==> src/include/mrs_params.svh <==
`ifndef MRS_PARAMS_SVH
`define MRS_PARAMS_SVH

// Processor mode select field values
`define MRS_MODE_SINGLE_CHIP 2'h0
`define MRS_MODE_MICRO       2'h3

// Reset cause codes
`define MRS_CAUSE_HW  2'h0
`define MRS_CAUSE_SW  2'h1
`define MRS_CAUSE_WDT 2'h2

// Cycles the pins stay in reset state after an internal reset request
`define MRS_INT_HOLD_CYC 8'h14
// Cycles spent initialising CPU and special function registers
`define MRS_INIT_CYC     8'h04

// Reset value of the watchdog reset select bit
`define MRS_WDT_SEL_RST 1'h0

`endif

==> src/include/mrs_pkg.sv <==
package mrs_pkg;

    // Sequencer states
    typedef enum logic [2:0] {
        MRS_PIN_HOLD,
        MRS_INT_HOLD,
        MRS_INIT,
        MRS_FETCH,
        MRS_RUN
    } mrs_state_t;

endpackage

==> src/core/mrs_sync.sv <==
`timescale 1ns/1ps
`default_nettype none

// Two-stage synchroniser for asynchronous levels
module mrs_sync #(
    parameter int          WIDTH = 1,
    parameter logic [WIDTH-1:0] RST_VAL = '0
) (
    input  wire logic             clock,
    input  wire logic             rst_n,
    input  wire logic [WIDTH-1:0] async_in,
    output logic      [WIDTH-1:0] sync_out
);

    logic [WIDTH-1:0] stage1;   // Metastable stage, read only by stage two

    // Both stages reset to the safe level
    always_ff @(posedge clock or negedge rst_n) begin
        if (!rst_n) begin
            stage1   <= RST_VAL;
            sync_out <= RST_VAL;
        end else begin
            stage1   <= async_in;
            sync_out <= stage1;
        end
    end

endmodule

`default_nettype wire

==> src/core/mrs_reset_ctrl.sv <==
// Overview of operation
// - Three reset sources: pin, software, watchdog
// - Pin low: pins to reset state, oscillator starts
// - Pin release: init CPU, registers, fetch vector
// - Internal RAM is never cleared by reset
// - Pin falling during RAM write: RAM indeterminate
// - Software request bit one forces internal reset
// - Software reset keeps processor mode bits
// - Watchdog underflow with select set resets
// - Watchdog reset keeps processor mode bits
// - Single-chip reset: ports input, last output
// - Bus-mode reset: strobes high, latch low, clock out
// - Bus-mode reset: hold acknowledge follows request
// - Bus-mode reset: spare selects input, pulled up
// - Pin states valid only once supply settled
`timescale 1ns/1ps
`default_nettype none

`include "mrs_params.svh"

module mrs_reset_ctrl
    import mrs_pkg::*;
#(
    parameter int NUM_PORTS = 12     // Ports P0 up to the last output port
) (
    input  wire logic                 clock,                 // 20 MHz main clock
    input  wire logic                 rst_n,                 // Logic power-on reset
    input  wire logic                 reset_pin_n,           // External reset pin
    input  wire logic                 supply_stable,         // Internal supply settled
    input  wire logic                 boot_mode_pin,         // High selects bus modes
    input  wire logic                 hold_request,          // Hold request pin
    input  wire logic                 software_reset_request_bit, // Write-one pulse
    input  wire logic                 mode_wr,               // Processor mode write
    input  wire logic [1:0]           mode_wdata,            // New mode select bits
    input  wire logic                 wdt_sel_wr,            // Select bit write
    input  wire logic                 wdt_sel_wdata,         // New select bit value
    input  wire logic                 watchdog_underflow,    // One-cycle pulse
    input  wire logic                 ram_write_active,      // RAM write in progress
    input  wire logic                 ram_flag_clear,        // Clears RAM flag
    output logic                      cpu_reset,             // CPU held in reset
    output logic                      sfr_init,              // Initialise registers
    output logic                      sfr_keep_mode,         // Partial init on internal
    output logic                      vector_fetch,          // Start at reset vector
    output logic                      osc_init,              // Oscillator reinitialise
    output logic [1:0]                reset_cause,           // Last reset source
    output logic                      ram_indeterminate,     // RAM contents suspect
    output logic                      processor_mode_sel_hi, // Mode select high bit
    output logic                      processor_mode_sel_lo, // Mode select low bit
    output logic                      watchdog_reset_select_bit, // Watchdog reset enable
    output logic                      pin_override,          // Pins in reset state
    output logic                      pins_valid,            // Pin states meaningful
    output logic [NUM_PORTS-1:0]      port_oe,               // Port direction override
    output logic                      chip_select_zero,      // Chip select zero level
    output logic                      write_strobe,          // Write strobe level
    output logic                      read_strobe,           // Read strobe level
    output logic                      addr_latch_enable,     // Address latch level
    output logic                      bus_clock,             // Bus clock output
    output logic                      bus_clock_oe,          // Bus clock driven
    output logic                      hold_acknowledge,      // Hold acknowledge level
    output logic [2:0]                spare_cs_pullup        // Spare select pull-ups
);

    ////////////////////////////////////////////////////////////////////////////
    // Input synchronisation

    logic       pin_n_s;        // Synchronised reset pin
    logic       supply_s;       // Synchronised supply flag
    logic       boot_s;         // Synchronised boot mode pin
    logic       hold_s;         // Synchronised hold request
    logic       pin_n_d;        // Delayed copy for edge detect

    // Pin and supply reset to the asserted side so nothing runs early
    mrs_sync #(.WIDTH(2), .RST_VAL(2'h0)) u_sync_rst (
        .clock    (clock),
        .rst_n    (rst_n),
        .async_in ({reset_pin_n, supply_stable}),
        .sync_out ({pin_n_s, supply_s})
    );

    mrs_sync #(.WIDTH(2), .RST_VAL(2'h0)) u_sync_pins (
        .clock    (clock),
        .rst_n    (rst_n),
        .async_in ({boot_mode_pin, hold_request}),
        .sync_out ({boot_s, hold_s})
    );

    // Edge detect on the synchronised stage only
    always_ff @(posedge clock or negedge rst_n) begin
        if (!rst_n) begin
            pin_n_d <= 1'h0;
        end else begin
            pin_n_d <= pin_n_s;
        end
    end

    logic pin_low;              // Hardware reset in force
    logic pin_fall;             // Pin just went low
    logic int_req;              // Internal reset request

    assign pin_low  = !pin_n_s || !supply_s;
    assign pin_fall = pin_n_d && !pin_n_s;
    // Software requests assume a stable main clock
    assign int_req  = software_reset_request_bit
                   || (watchdog_underflow && watchdog_reset_select_bit);

    ////////////////////////////////////////////////////////////////////////////
    // Sequencer

    mrs_state_t state;          // Current state
    mrs_state_t next_state;     // Next state
    logic [7:0] count;          // Hold and init counter
    logic       count_done;     // Counter expired

    assign count_done = (count == 8'h00);

    // Pin reset wins over everything; internal requests only while running
    always_comb begin
        next_state = state;
        case (state)
            MRS_PIN_HOLD: begin
                if (!pin_low) begin
                    next_state = MRS_INIT;
                end
            end
            MRS_INT_HOLD: begin
                if (count_done) begin
                    next_state = MRS_INIT;
                end
            end
            MRS_INIT: begin
                if (count_done) begin
                    next_state = MRS_FETCH;
                end
            end
            MRS_FETCH: begin
                next_state = MRS_RUN;
            end
            MRS_RUN: begin
                if (int_req) begin
                    next_state = MRS_INT_HOLD;
                end
            end
            default: begin
                next_state = MRS_PIN_HOLD;
            end
        endcase
        if (pin_low) begin
            next_state = MRS_PIN_HOLD;
        end
    end

    // State register
    always_ff @(posedge clock or negedge rst_n) begin
        if (!rst_n) begin
            state <= MRS_PIN_HOLD;
        end else begin
            state <= next_state;
        end
    end

    // Counter loads on entry to each timed state
    always_ff @(posedge clock or negedge rst_n) begin
        if (!rst_n) begin
            count <= 8'h00;
        end else if (next_state == MRS_INT_HOLD && state != MRS_INT_HOLD) begin
            count <= `MRS_INT_HOLD_CYC - 8'h01;
        end else if (next_state == MRS_INIT && state != MRS_INIT) begin
            count <= `MRS_INIT_CYC - 8'h01;
        end else if (!count_done) begin
            count <= count - 8'h01;
        end
    end

    // Cause register remembers which source fired
    always_ff @(posedge clock or negedge rst_n) begin
        if (!rst_n) begin
            reset_cause <= `MRS_CAUSE_HW;
        end else if (pin_low) begin
            reset_cause <= `MRS_CAUSE_HW;
        end else if (state == MRS_RUN && software_reset_request_bit) begin
            reset_cause <= `MRS_CAUSE_SW;
        end else if (state == MRS_RUN && int_req) begin
            reset_cause <= `MRS_CAUSE_WDT;
        end
    end

    ////////////////////////////////////////////////////////////////////////////
    // Processor mode and watchdog select bits

    // Mode bits reload from the boot pin only on hardware reset
    always_ff @(posedge clock or negedge rst_n) begin
        if (!rst_n) begin
            processor_mode_sel_hi <= 1'h0;
            processor_mode_sel_lo <= 1'h0;
        end else if (state == MRS_PIN_HOLD) begin
            {processor_mode_sel_hi, processor_mode_sel_lo} <=
                boot_s ? `MRS_MODE_MICRO : `MRS_MODE_SINGLE_CHIP;
        end else if (mode_wr && state == MRS_RUN) begin
            {processor_mode_sel_hi, processor_mode_sel_lo} <= mode_wdata;
        end
        // Internal resets leave the bits untouched
    end

    // Select bit clears on any reset, writable while running
    always_ff @(posedge clock or negedge rst_n) begin
        if (!rst_n) begin
            watchdog_reset_select_bit <= `MRS_WDT_SEL_RST;
        end else if (state == MRS_PIN_HOLD || state == MRS_INT_HOLD) begin
            watchdog_reset_select_bit <= `MRS_WDT_SEL_RST;
        end else if (wdt_sel_wr && state == MRS_RUN) begin
            watchdog_reset_select_bit <= wdt_sel_wdata;
        end
    end

    ////////////////////////////////////////////////////////////////////////////
    // RAM integrity flag

    // No RAM clear is ever issued, contents survive resets
    // Set beats clear in the same cycle
    always_ff @(posedge clock or negedge rst_n) begin
        if (!rst_n) begin
            ram_indeterminate <= 1'h0;
        end else if (pin_fall && ram_write_active) begin
            ram_indeterminate <= 1'h1;
        end else if (ram_flag_clear) begin
            ram_indeterminate <= 1'h0;
        end
    end

    ////////////////////////////////////////////////////////////////////////////
    // CPU side controls, registered

    // Outputs except pins_valid registered from next_state so they change with the state, glitch free
    always_ff @(posedge clock or negedge rst_n) begin
        if (!rst_n) begin
            cpu_reset     <= 1'h1;
            sfr_init      <= 1'h0;
            sfr_keep_mode <= 1'h0;
            vector_fetch  <= 1'h0;
            osc_init      <= 1'h1;
            pin_override  <= 1'h1;
            pins_valid    <= 1'h0;
        end else begin
            cpu_reset     <= (next_state != MRS_RUN);
            sfr_init      <= (next_state == MRS_INIT);
            sfr_keep_mode <= (next_state == MRS_INIT)
                          && (reset_cause != `MRS_CAUSE_HW);
            vector_fetch  <= (next_state == MRS_FETCH);
            osc_init      <= (next_state == MRS_PIN_HOLD);
            pin_override  <= (next_state == MRS_PIN_HOLD)
                          || (next_state == MRS_INT_HOLD);
            pins_valid    <= supply_s;
        end
    end

    ////////////////////////////////////////////////////////////////////////////
    // Pin reset states

    logic bus_mode;             // External bus mode selected
    assign bus_mode = ({processor_mode_sel_hi, processor_mode_sel_lo}
                       != `MRS_MODE_SINGLE_CHIP);

    // Direction: only the last port drives, in every mode and state
    genvar gi;
    generate
        for (gi = 0; gi < NUM_PORTS; gi++) begin : g_port
            always_ff @(posedge clock or negedge rst_n) begin
                if (!rst_n) begin
                    port_oe[gi] <= (gi == NUM_PORTS - 1);
                end else begin
                    port_oe[gi] <= (gi == NUM_PORTS - 1);
                end
            end
        end
    endgenerate

    // Bus strobe levels held idle in bus mode
    always_ff @(posedge clock or negedge rst_n) begin
        if (!rst_n) begin
            chip_select_zero  <= 1'h1;
            write_strobe      <= 1'h1;
            read_strobe       <= 1'h1;
            addr_latch_enable <= 1'h0;
            hold_acknowledge  <= 1'h0;
            spare_cs_pullup   <= 3'h0;
            bus_clock_oe      <= 1'h0;
        end else begin
            chip_select_zero  <= 1'h1;
            write_strobe      <= 1'h1;
            read_strobe       <= 1'h1;
            addr_latch_enable <= 1'h0;
            hold_acknowledge  <= bus_mode && hold_s;
            spare_cs_pullup   <= {3{bus_mode}};
            bus_clock_oe      <= bus_mode;
        end
    end

    // Bus clock is the main clock halved, free running
    always_ff @(posedge clock or negedge rst_n) begin
        if (!rst_n) begin
            bus_clock <= 1'h0;
        end else begin
            bus_clock <= !bus_clock;
        end
    end

endmodule

`default_nettype wire

==> config.mk <==
export PLATFORM = sky130hd
export DESIGN_NAME = mrs_reset_ctrl
export DESIGN_NICKNAME = d
export VERILOG_FILES = /design/src/include/mrs_pkg.sv /design/src/core/mrs_sync.sv /design/src/core/mrs_reset_ctrl.sv
export VERILOG_INCLUDE_DIRS = /design/src /design/src/include
export SDC_FILE = /design/constraint.sdc
export NUM_CORES = 1
export LEC_CHECK = 0
export ABC_AREA = 1
export ABC_CLOCK_PERIOD_IN_PS = 1810
export BUFFER_PORTS_ARGS = -buffer_cell sky130_fd_sc_hd__buf_4
export CORE_MARGIN = 2
export CORE_UTILIZATION = 32
export DETAILED_ROUTE_END_ITERATION = 16
export PLACE_DENSITY_LB_ADDON = 0.08
export SKIP_LAST_GASP = 1
export SLEW_MARGIN = 10
export SYNTH_ARGS = -nofsm -noshare
export SYNTH_HDL_FRONTEND = slang
export SYNTH_SLANG_ARGS = --single-unit
==> constraint.sdc <==
create_clock -name clock -period 1.81 [get_ports clock]
set_input_delay 0.181 -clock clock [delete_from_list [all_inputs] [get_ports clock]]
set_output_delay 0.181 -clock clock [all_outputs]
set_load 0.03 [all_outputs]
* After elaboration in Yosys (flattened, before gate mapping) *
Cells that the tools add are included.

operators by class
  add/subtract/negate cells = 1
  eq/ne operators = 11
  mux-type cells = 20
  reductions and logical operators = 27

operators by type and width
  kind                                                  number
  two-way mux 8 bit                                     3
  one-hot mux 3 bit (5 select lines)                    1
  equality test 3 x 2 -> 1 bit (second input constant)  4
  two-way mux 3 bit                                     4
  logical AND 1 bit                                     11
  nonzero test 2 bit                                    5
  logical NOT 8 bit                                     1
  two-way mux 1 bit                                     8
  two-way mux 2 bit                                     4
  subtractor 8 x 1 -> 8 bit (second input constant)     1
  equality test 3 x 1 -> 1 bit (second input constant)  2
  logical NOT 3 bit                                     2
  != test 3 x 1 -> 1 bit (second input constant)        2
  logical OR 1 bit                                      4
  equality test 3 bit (second input constant)           1
  logical NOT 1 bit                                     3
  != test 3 x 2 -> 1 bit (second input constant)        1
  != test 3 bit (second input constant)                 1
  nonzero test 3 bit                                    1

storage, ports and cells
  bits in registers = 37
  bits of input ports = 15
  output and inout bits = 35
  logic and storage cells = 82

* Logic depth before layout (Yosys ltp) *
Gate-level depths: netlist of the first run.

  word-level depth = 9
  gate-level depth with buffers = 12
  depth with buffers taken out = 12

* Hierarchy *
From an unflattened synthesis of the first run, not the netlist that was laid out.

unflattened totals
  cell total of the unflattened synthesis = 171
  area, all modules = 1704.1 um^2

modules (own cells, without submodules)
  module          instances  cells an instance  area each (um^2)  sequential area each (um^2)
  mrs_reset_ctrl  1          163                1503.9            704.4
  mrs_sync        2          4                  100.1             100.1

* Least setup slack after synthesis of the first run *
OpenSTA, ideal clock, no wires.

  path type = register to register
  start point = reg count[0]
  end point = reg count[5]
  library setup time = 122 ps
  arrival time = 1398 ps
  data required time = 1688 ps
  setup slack = 289 ps
  stages on the path, launching flop included = 12
  buffers on the path = 0
  period minus slack after synthesis = 1521 ps
  cells stage by stage = dfrtp_1 > inv_1 > ha_1 > nand2_2 > nor2_4 > nand2_4 > nand2_2 > nand2_4 > inv_4 > nand3b_4 > nand2_4 > nor2_2

on the way
  word-level cells in the longest chain between the ends = 8
  elaborated cells on any way between the ends = 14
  classes of those cells = add/sub (1); eq/ne (3); mux (7); reduce/logical (3)

ends and longest elaborated chain
  what                                  line                                          text
  start: declaration                    mrs_reset_ctrl.sv:111                         logic [7:0] count;
  start signal: assignment              mrs_reset_ctrl.sv:166                         count <= `MRS_INT_HOLD_CYC - 8'h01;
  start signal: assignment              mrs_reset_ctrl.sv:168                         count <= `MRS_INIT_CYC - 8'h01;
  start signal: assignment              mrs_reset_ctrl.sv:170                         count <= count - 8'h01;
  logical NOT 8 bit *                   mrs_reset_ctrl.sv:114                         assign count_done = (count == 8'h00);
  two-way mux 3 bit (on tied branches)  mrs_reset_ctrl.sv:131, mrs_reset_ctrl.sv:126
  one-hot mux 3 bit (5 select lines) *  mrs_reset_ctrl.sv:119                         case (state)
  two-way mux 3 bit *                   mrs_reset_ctrl.sv:147                         if (pin_low) begin
  via next_state[1]                     mrs_reset_ctrl.sv:110                         mrs_state_t next_state;
  equality test 3 x 2 -> 1 bit          mrs_reset_ctrl.sv:167                         end else if (next_state == MRS_INIT && state != MRS_INIT) begin
  logical AND 1 bit                     mrs_reset_ctrl.sv:167
  two-way mux 8 bit                     mrs_reset_ctrl.sv:167
  two-way mux 8 bit                     mrs_reset_ctrl.sv:165                         end else if (next_state == MRS_INT_HOLD && state != MRS_INT_HOLD) begin

Mark *: on every way through the listed nets, which the timed path passes. The rest lies on a longest branch. The select of a mux whose other input is x is not followed.
A chain may end at the register's enable or synchronous reset.

* Worst setup path in the final report of the first run *
  start point = reg count[0]
  end point = reg count[1]

on the way
  word-level cells in the longest chain between the ends = 8
  elaborated cells on any way between the ends = 14
  classes of those cells = add/sub (1); eq/ne (3); mux (7); reduce/logical (3)

ends and longest elaborated chain
  what                                  line
  logical NOT 8 bit                     mrs_reset_ctrl.sv:114
  two-way mux 3 bit (on tied branches)  mrs_reset_ctrl.sv:131, mrs_reset_ctrl.sv:126
  one-hot mux 3 bit (5 select lines)    mrs_reset_ctrl.sv:119
  two-way mux 3 bit                     mrs_reset_ctrl.sv:147
  equality test 3 x 2 -> 1 bit          mrs_reset_ctrl.sv:167
  logical AND 1 bit                     mrs_reset_ctrl.sv:167
  two-way mux 8 bit                     mrs_reset_ctrl.sv:167
  two-way mux 8 bit                     mrs_reset_ctrl.sv:165

Parallel ways exist; a longest one is shown, timed or not. The select of a mux whose other input is x is not followed.

==> impl_metrics.csv, run 1 <==
group,metric,value,unit
route,wirelength,3110,µm
route,drt_iter0_drc,70,
global_routing,grt_start_max_net_pins,37,
placed_design,globalplace.congestion,0.895,
die,rows,26,
logic_synthesis,synth_area_leaders,"dfrtp_1 (49%), buf_4 (8.4%), dfstp_2 (4.7%), nand2_1 (4.4%), nor2_1 (4.4%)",
route,routedWlPerCell,11.0,µm
die,die_area,5890,µm²
global_routing,antenna_found_initial,0,
global_routing,grt_pass1_wl,5390,µm
timing,fin_setup_tns,0,ns
global_routing,grt_pass1_vias,1195,
pwr,power-per-cell-area,1160,nW/µm²
worst_hold_path,hold_class,"in -> reg",
clocking,post_cts_buffers,0,
worst_setup_path,slowest_stage,"dfrtp_1",
placed_design,io_buffers,33,
worst_setup_path,critPathTopFamily,"simple AND/OR/NAND/NOR gates",
clocking,htreeDepth,2,
clocking,path_clk_slew,0.07,ns
placed_design,post-dp-hpwl,2330,µm
route,detail_route.drc_violations,0,
status,status,"complete, no violations",
global_routing,overflow,0,
logic_synthesis,synthCells,171,
route,ant_nets,0,
final_layout,fillerInstances,505,
final_layout,regArea,905,µm²
worst_setup_path,cp-start-kind,"flop",
logic_synthesis,synth_cell_type_count,31,
logic_synthesis,postSynthAreaPerCell,9.90,µm²
final_layout,multi_input_area,623,µm²
logic_synthesis,yosysTopAreaCell,"dfrtp_1",
timing,fin_crit_sh,90.7,%
logic_synthesis,synth_edf_count,0,
pwr,leakagePower,1.08,nW
final_layout,antenna_cells,0,
timing,max_freq,609,MHz
clocking,cts_made_buffers,5,
worst_setup_path,path_buf_inv,1,
die,die_h,76.7,µm
final_layout,num-nets-final,227,
logic_synthesis,synth_top_flop_cell,"dfrtp_1",
clocking,cts_tree,"done",
clocking,cts.sinks,36,
timing,period_needed,1.64,ns
logic_synthesis,yosys_register_bits,36,
timing,finalHoldViolCount,0,
route,vias,1194,
clocking,cts-root-buf,"clkbuf_8",
die,initial_core_util,33.1,%
pwr,finalPower,0.00243,W
pwr,vdd.ir_drop.worst,0.000495,V
worst_setup_path,endpoint_kind,"flop",
timing,setup_viol,0,
die,core-area,5110,µm²
die,io_pins,50,
logic_synthesis,synth_area,1690,µm²
worst_setup_path,crit_type,"reg -> reg",
job,cap_violations,0,
worst_setup_path,cp_max_fo,5,
logic_synthesis,synth_seq_area_share,53.4,%
global_routing,track_usage,11.6,%
worst_setup_path,critPathArrivalTime,1.83,ns
worst_setup_path,critPathMaxStageDelay,0.37,ns
timing,rsz0062_at_grt,"false",
clocking,clk_latency,0.29,ns
die,die_width,76.7,µm
timing,skew,0.00922,ns
final_layout,synthToLayoutAreaGrowth,23.9,%
timing,drv_slew,0,
final_layout,drive_above_1_share,34.0,%
route,drt-pass1-iter-count,6,
logic_synthesis,ys_warn_count,0,
clocking,cts_buffer_depth,2,
logic_synthesis,synth_top_area_share,48.8,%
worst_setup_path,crit_chain,"inv_1, ha_2, nand2_2, nor2_4, nand3_1, nand3_2, nand2_4, nand2_4, nor2_1, nor2_1, nand2_1",
logic_synthesis,synthArstFlopShare,100,%
worst_setup_path,required,1.99,ns
route,avgViaCountPerCell,4.23,
==> synthesized netlist by cell type (3+ instances only) <==
cell type / count
a21oi_1: 4
a31oi_1: 3
buf_4: 19
dfrtp_1: 33
dfstp_2: 3
inv_1: 16
inv_2: 3
nand2_1: 20
nand2_2: 5
nand2_4: 5
nand3_1: 5
nor2_1: 20
nor2_2: 6
o21ai_0: 5
xor2_1: 3
==> through the flow <==
step / hold WS (ns) / utilization [%] / instances / setup WS, ns / cell area (µm²)
floorplan: -0.115 / - / 185 / 0.289 / 1750
global placement: 0.164 / 37.9 / 269 / 0.152 / 1940
detailed placement: 0.163 / 37.9 / 269 / 0.127 / 1940
CTS: 0.0800 / 41.0 / 282 / 0.118 / 2100
global route: 0.0853 / 41.1 / 282 / 0.0135 / 2100
finish: 0.0886 / 41.1 / 282 / 0.168 / 2100
==> flip-flops by register name, summed over array words and instances (netlist names), 2 cells and up <==
signal and flops:
u_sync_rst.sync_out 2, u_sync_pins.sync_out 2, count 8, u_sync_pins.stage1 2, u_sync_rst.stage1 2, reset_cause 2
state 3
==> cell families after synthesis <==
kind of cell	after synthesis	synth area share (%)
adders and majority gates	1	0.739
xor gates and xnor gates	4	2.07
DFF	36	53.4
buffers and inverters	39	13.0
and+or+nand+nor	73	24.6
other	2	0.444
AOI/OAI and AO/OA	16	5.69
==> layout by cell type (no fill, tap or decap), types with 2 or more instances in the layout <==
cell type and n:
a21oi_1 4, a31oi_1 3, buf_4 33, clkbuf_8 5, conb_1 16, dfrtp_1 33
dfstp_2 3, dlygate4sd3_1 5, inv_1 16, inv_2 3, nand2_1 20, nand2_2 5
nand2_4 5, nand3_1 5, nand4_1 2, nor2_1 20, nor2_2 6, nor2_4 2
nor3_1 2, o21ai_0 5, or2_2 2, xor2_1 3
==> cell type report <==
class	count	area share (%)
Inverter	20	3.70
Clock buffer	6	3.46
Timing Repair Buffer	38	14.2
Clock inverter	2	1.67
Sequential cell	36	43.1
Tap cell	70	4.17
Multi-Input combinational cell	110	29.7
==> path summary, 6_finish.rpt <==
| path | startpoint | end | slack (ns) | cells past startpoint |
|---|---|---|---|---|
| min | ram_flag_clear | ram_indeterminate | 0.09 | 2 |
| min reg2reg | u_sync_rst.stage1[1] | u_sync_rst.sync_out[1] | 0.35 | 0 |
| max reg2reg | count[0] | count[1] | 0.17 | 11 |
| max in group asynchronous | rst_n | pin_override | 1.08 | 2 |
| max | count[0] | count[1] | 0.17 | 11 |
| min in group asynchronous | rst_n | hold_acknowledge | 0.39 | 2 |
==> power by group <==
group,leakage [nW],internal [W],switching [W]
registers,0.441,0.000915,0.0000931
logic,0.581,0.000281,0.000452
clock network,0.0552,0.000409,0.000283
total,1.08,0.00160,0.000828
==> layer usage <==
layer	vias up	GRT usage (%)	share of wire, %
met5	-	0	0
met4	0	4.55	1.5
met3	6	4.12	7.1
met2	39	19.1	50
met1	571	13.7	41
li1	578	-	-
==> repair_timing <==
action / in CTS / in global routing
setup endpoints to repair: 0 / 6
resized for setup: 0 / 1
hold endpoints to repair: 37 / 0
hold buffers: 5 / 0
Power figures use the tool's default switching activity.
==> run 2: changes to the inputs <==
--- a/config.mk
+++ b/config.mk
@@ -12,6 +12,7 @@
 export CORE_MARGIN = 2
 export CORE_UTILIZATION = 32
 export DETAILED_ROUTE_END_ITERATION = 16
+export MAX_ROUTING_LAYER = met4
 export PLACE_DENSITY_LB_ADDON = 0.08
 export SKIP_LAST_GASP = 1
 export SLEW_MARGIN = 10
==> impl_metrics.csv, run 2 (synthesis results as in run 1) <==
group,metric,value,unit
timing,whs,0.0847,ns
timing,finalHoldViolCount,0,
clocking,cts.sinks,36,
final_layout,top_regs,"count x8, state x3",
global_routing,grt_pass1_vias,1227,
route,drt_iter0_drc,52,
global_routing,overflow,0,
route,drt-pass1-iter-count,4,
die,die_area,5890,µm²
pwr,p_sw,0.000844,W
final_layout,antenna_cells,0,
timing,rsz0062_at_grt,"false",
die,io_pins,50,
clocking,cts_buffer_depth,2,
timing,fin_setup_tns,0,ns
timing,drv_slew,0,
clocking,cts_tree,"done",
pwr,vdd.ir_drop.worst,0.000464,V
global_routing,grt_pass1_wl,5580,µm
die,die_width,76.7,µm
pwr,clkPwrFrac,28.7,%
worst_setup_path,required,1.99,ns
status,status,"complete, no violations",
worst_setup_path,worst-r2r-setup-slack,0.15,ns
final_layout,drive_above_1_share,34.4,%
die,core-area,5110,µm²
pwr,p_seq_share,41.3,%
clocking,path_clk_slew,0.08,ns
timing,max_freq,603,MHz
worst_setup_path,endpoint_kind,"flop",
final_layout,regMostFlops,"count",
clocking,post_cts_buffers,0,
global_routing,track_usage,12.2,%
pwr,p_int,0.00160,W
global_routing,antenna_found_initial,0,
route,vias,1199,
final_layout,fin_util,41.2,%
placed_design,globalplace.congestion,0.913,
die,die_h,76.7,µm
pwr,power-per-cell-area,1160,nW/µm²
timing,fin_crit_sh,91.7,%
timing,period_needed,1.66,ns
worst_setup_path,cp-start-kind,"flop",
pwr,combinationalPowerShare,30.0,%
job,cap_violations,0,
pwr,power.share.switching,34.5,%
timing,skew,0.00579,ns
worst_setup_path,crit_type,"reg -> reg",
route,wirelength,3190,µm
final_layout,largest_reg_flops,8,
worst_setup_path,cp_max_fo,5,
final_layout,fillerInstances,522,
worst_hold_path,hold_class,"in -> reg",
worst_setup_path,critPathArrivalTime,1.84,ns
final_layout,final_cells,282,
route,detail_route.drc_violations,0,
timing,setup_viol,0,
final_layout,num-nets-final,227,
die,initial_core_util,33.1,%
placed_design,post-dp-hpwl,2400,µm
pwr,leakagePower,1.08,nW
placed_design,place_inst,269,
final_layout,synthToLayoutAreaGrowth,24.2,%
placed_design,placed_cell_area,1940,µm²
global_routing,grt_start_max_net_pins,37,
route,avgViaCountPerCell,4.25,
clocking,cts_made_buffers,5,
placed_design,io_buffers,33,
final_layout,fin_area,2100,µm²
die,rows,26,
clocking,htreeDepth,2,
final_layout,final_cell_mix,"dfrtp_1 (33), buf_4 (33), nor2_1 (20), nand2_1 (20)",
route,ant_nets,0,
clocking,clk_latency,0.29,ns
route,routedWlPerCell,11.3,µm
clocking,cts-root-buf,"clkbuf_8",
## run 2: changes by cell type in the layout (fill, tap and decap cells not counted)
cell        previous run  this run
clkbuf_1               1         0
clkinvlp_4             0         1
## run 2: final cells by class
class,instances,area (µm²),area share [%]
timing repair buffer,38,298,14.2
inverter,20,77.6,3.69
tap,70,87.6,4.17
sequential,36,905,43.0
multi-input combinational,110,623,29.6
clock inverter,3,42.5,2.02
clock buffer,5,68.8,3.27
## run 2: worst paths after layout
kind	from	to	cells after the start
worst max-delay path	count[0]	count[1]	11
worst min-delay path	ram_flag_clear	ram_indeterminate	2
worst max register to register	count[0]	count[1]	11
worst min register to register	u_sync_rst.stage1[0]	u_sync_rst.sync_out[0]	0
max in group asynchronous	rst_n	pin_override	2
min in group asynchronous	rst_n	bus_clock_oe	2
## run 2: repair_timing
| item | CTS | global route |
|---|---|---|
| gates resized for setup | 0 | 1 |
| hold buffers | 5 | 0 |
| hold endpoints to repair | 37 | 0 |
| endpoints found under the setup margin | 0 | 7 |
## run 2: per-layer routing
layer  part of all wire, %  global-route usage (%)  up-vias
li1                      -                       -      576
met3                   5.6                    4.35        7
met1                    43                    13.8      579
met4                   1.5                    3.82        0
met5                     0                       -        -
met2                    50                    20.1       37
## run 2: per-stage QoR
step	worst slack [ns]	total power (W)
finish	0.151	0.00245
global route	0.00604	0.00262
CTS	0.104	0.00249
detailed placement	0.109	0.00175
global placement	0.153	0.00175
floorplan	0.289	0.00160
## run 2: power by group through the flow
stage	Sequential, W	Clock [W]	Combinational [W]
global placement	0.00102	0	0.000729
detailed placement	0.00103	0	0.000721
global route	0.00103	0.000770	0.000827
finish	0.00101	0.000703	0.000733
floorplan	0.00104	0	0.000557
CTS	0.00101	0.000739	0.000736
## run 2: worst max-delay path, cell delays in order (launching register included)
cell and delay [ns]:
dfrtp_1 0.38, inv_1 0.10, ha_2 0.25, nand2_2 0.09, nor2_4 0.12, nand3_1 0.11
nand3_2 0.14, nand2_4 0.09, nand2_4 0.08, nor2_1 0.05, nor2_1 0.11, nand2_1 0.06
==> run 3: changes to the inputs <==
--- a/config.mk
+++ b/config.mk
@@ -6,12 +6,12 @@
 export SDC_FILE = /design/constraint.sdc
 export NUM_CORES = 1
 export LEC_CHECK = 0
-export ABC_AREA = 1
 export ABC_CLOCK_PERIOD_IN_PS = 1810
 export BUFFER_PORTS_ARGS = -buffer_cell sky130_fd_sc_hd__buf_4
 export CORE_MARGIN = 2
 export CORE_UTILIZATION = 32
 export DETAILED_ROUTE_END_ITERATION = 16
+export GPL_TIMING_DRIVEN = 0
 export MAX_ROUTING_LAYER = met4
 export PLACE_DENSITY_LB_ADDON = 0.08
 export SKIP_LAST_GASP = 1
==> impl_metrics.csv, run 3 <==
group,metric,value,unit
status,status,"complete, no violations",
worst_setup_path,critPathArrivalTime,1.89,ns
clocking,cts_tree,"done",
worst_setup_path,crit_type,"reg -> reg",
logic_synthesis,yosys_register_bits,36,
route,ant_nets,0,
die,rows,25,
die,core-area,4790,µm²
worst_setup_path,path_buf_inv,1,
final_layout,fillerInstances,476,
worst_setup_path,cp_max_fo,5,
final_layout,fin_area,2220,µm²
worst_hold_path,hold_class,"in -> reg",
logic_synthesis,postSynthAreaPerCell,11.1,µm²
route,vias,1152,
final_layout,fin_util,46.4,%
final_layout,regMostFlops,"count",
final_layout,final_cells,276,
logic_synthesis,yosysTopAreaCell,"dfrtp_1",
timing,setup_viol,0,
final_layout,multi_input_area,598,µm²
final_layout,synthToLayoutAreaGrowth,37.8,%
final_layout,top_regs,"count x8, state x3",
timing,period_needed,1.74,ns
timing,whs,0.0888,ns
timing,drv_slew,0,
route,drt_iter0_drc,37,
timing,finalHoldViolCount,0,
die,die_h,75.0,µm
logic_synthesis,synth_top_area_share,51.2,%
die,die_area,5620,µm²
placed_design,globalplace.congestion,0.769,
clocking,path_clk_slew,0.07,ns
logic_synthesis,synth_edf_count,0,
clocking,htreeDepth,2,
route,avgViaCountPerCell,4.17,
final_layout,largest_reg_flops,8,
worst_setup_path,cp-start-kind,"flop",
global_routing,grt_start_max_net_pins,37,
placed_design,io_buffers,33,
final_layout,regArea,905,µm²
placed_design,place_inst,259,
global_routing,overflow,0,
logic_synthesis,synth_seq_area_share,56.1,%
clocking,clk_latency,0.28,ns
timing,rsz0062_at_grt,"true",
clocking,cts.sinks,36,
final_layout,drive_above_1_share,41.1,%
global_routing,grt_pass1_vias,1067,
job,cap_violations,0,
die,die_width,75.0,µm
global_routing,track_usage,12.6,%
worst_setup_path,crit_chain,"inv_2, ha_4, or4b_4, o21ai_4, o221a_2, a211oi_2",
timing,max_freq,576,MHz
final_layout,antenna_cells,0,
global_routing,grt_pass1_wl,5040,µm
logic_synthesis,synthCells,145,
logic_synthesis,ys_warn_count,0,
pwr,vdd.ir_drop.worst,0.000540,V
route,drt-pass1-iter-count,3,
die,io_pins,50,
route,routedWlPerCell,11.0,µm
logic_synthesis,synth_top_flop_cell,"dfrtp_1",
worst_setup_path,critPathMaxStageDelay,0.51,ns
final_layout,num-nets-final,224,
logic_synthesis,synth_area,1610,µm²
placed_design,post-dp-hpwl,2180,µm
logic_synthesis,synthArstFlopShare,100,%
logic_synthesis,synth_area_leaders,"dfrtp_1 (51%), buf_4 (8.8%), dfstp_2 (4.9%), nor2_1 (3.3%), o22ai_1 (1.9%)",
pwr,power-per-cell-area,1070,nW/µm²
final_layout,final_cell_mix,"buf_4 (56), dfrtp_1 (33), conb_1 (16), nor2_1 (13), clkbuf_8 (8)",
worst_setup_path,critPathTopFamily,"simple AND/OR/NAND/NOR gates",
clocking,cts-root-buf,"clkbuf_8",
logic_synthesis,synth_cell_type_count,44,
worst_setup_path,slowest_stage,"or4b_4",
timing,skew,0.00410,ns
route,wirelength,3040,µm
logic_synthesis,synth_most_common_cell,"dfrtp_1",
worst_setup_path,required,1.96,ns
pwr,finalPower,0.00237,W
placed_design,placed_cell_area,2000,µm²
route,detail_route.drc_violations,0,
pwr,leakagePower,1.05,nW
worst_setup_path,endpoint_kind,"flop",
timing,fin_crit_sh,96.0,%
logic_synthesis,synth_common_cells,"dfrtp_1 (33), buf_4 (19), nor2_1 (14)",
global_routing,antenna_found_initial,0,
clocking,cts_buffer_depth,2,
die,initial_core_util,33.7,%
final_layout,final_common_cell,"buf_4",
clocking,cts_made_buffers,5,
-- run 3: cell types whose count changed after synthesis, sizes merged, moves of 3 or more --
cell	previous run	this run
o21ai	6	2
nand4	3	0
and2	0	3
o22ai	0	5
nand2	30	7
nor2b	0	3
nor2	28	15
a31oi	3	0
inv	20	7
-- run 3: cells by family (layout without fill, tap and decap cells) --
logic type	after synthesis	after routing	share of synthesized area, %
AOI/OAI and AO/OA	22	22	9.85
DFF	36	36	56.1
muxes	2	2	1.24
buffers and inverters	30	80	12.9
and+or+nand+nor	47	47	16.0
xor gates and xnor gates	5	5	2.72
other	2	16	0.466
adders and majority gates	1	1	0.776
-- run 3: final timing paths --
path / start / end / slack, ns / cells past startpoint
setup reg to reg: count[1] / state[0] / 0.07 / 6
hold / removal: ram_flag_clear / ram_indeterminate / 0.09 / 2
setup / recovery: count[1] / state[0] / 0.07 / 6
max in group asynchronous: rst_n / pin_override / 1.07 / 2
min in group asynchronous: rst_n / u_sync_pins.stage1[1] / 0.40 / 2
hold reg to reg: u_sync_pins.stage1[0] / u_sync_pins.sync_out[0] / 0.35 / 0
-- run 3: layout make-up --
type                       count  area share (%)
sequential                    36            40.7
multi-input combinational     93            26.9
timing repair buffer          42            14.8
buffer                        23            8.16
clock buffer                   8            4.50
tap                           67            3.77
inverter                       7            1.18
-- run 3: metrics by stage --
stage	setup TNS, ns	setup WS [ns]
final	0	0.0729
after global routing	-0.0202	-0.0149
after CTS	0	0.0298
after detailed placement	-0.837	-0.137
after global placement	-0.419	-0.0799
after floorplan	0	0.0908
-- run 3: timing repair --
item / CTS / global route
buffers inserted: 0 / 4
hold endpoints to repair: 37 / 0
pin swaps: 0 / 3
endpoints found under the setup margin: 10 / 11
gates resized for setup: 6 / 4
hold buffers: 5 / 0
-- run 3: per-layer routing --
layer	GRT usage, %	wire, µm	vias up
li1	-	-	577
met1	14.7	1330	536
met2	19.4	1440	34
met3	4.28	207	5
met4	5.95	62	0
met5	-	0	-
-- run 3: power by group --
part           internal [W]  total [W]  switching, W
sequential         0.000913    0.00101      0.000100
clock              0.000347   0.000608      0.000261
combinational      0.000363   0.000750      0.000387
total               0.00162    0.00237      0.000748
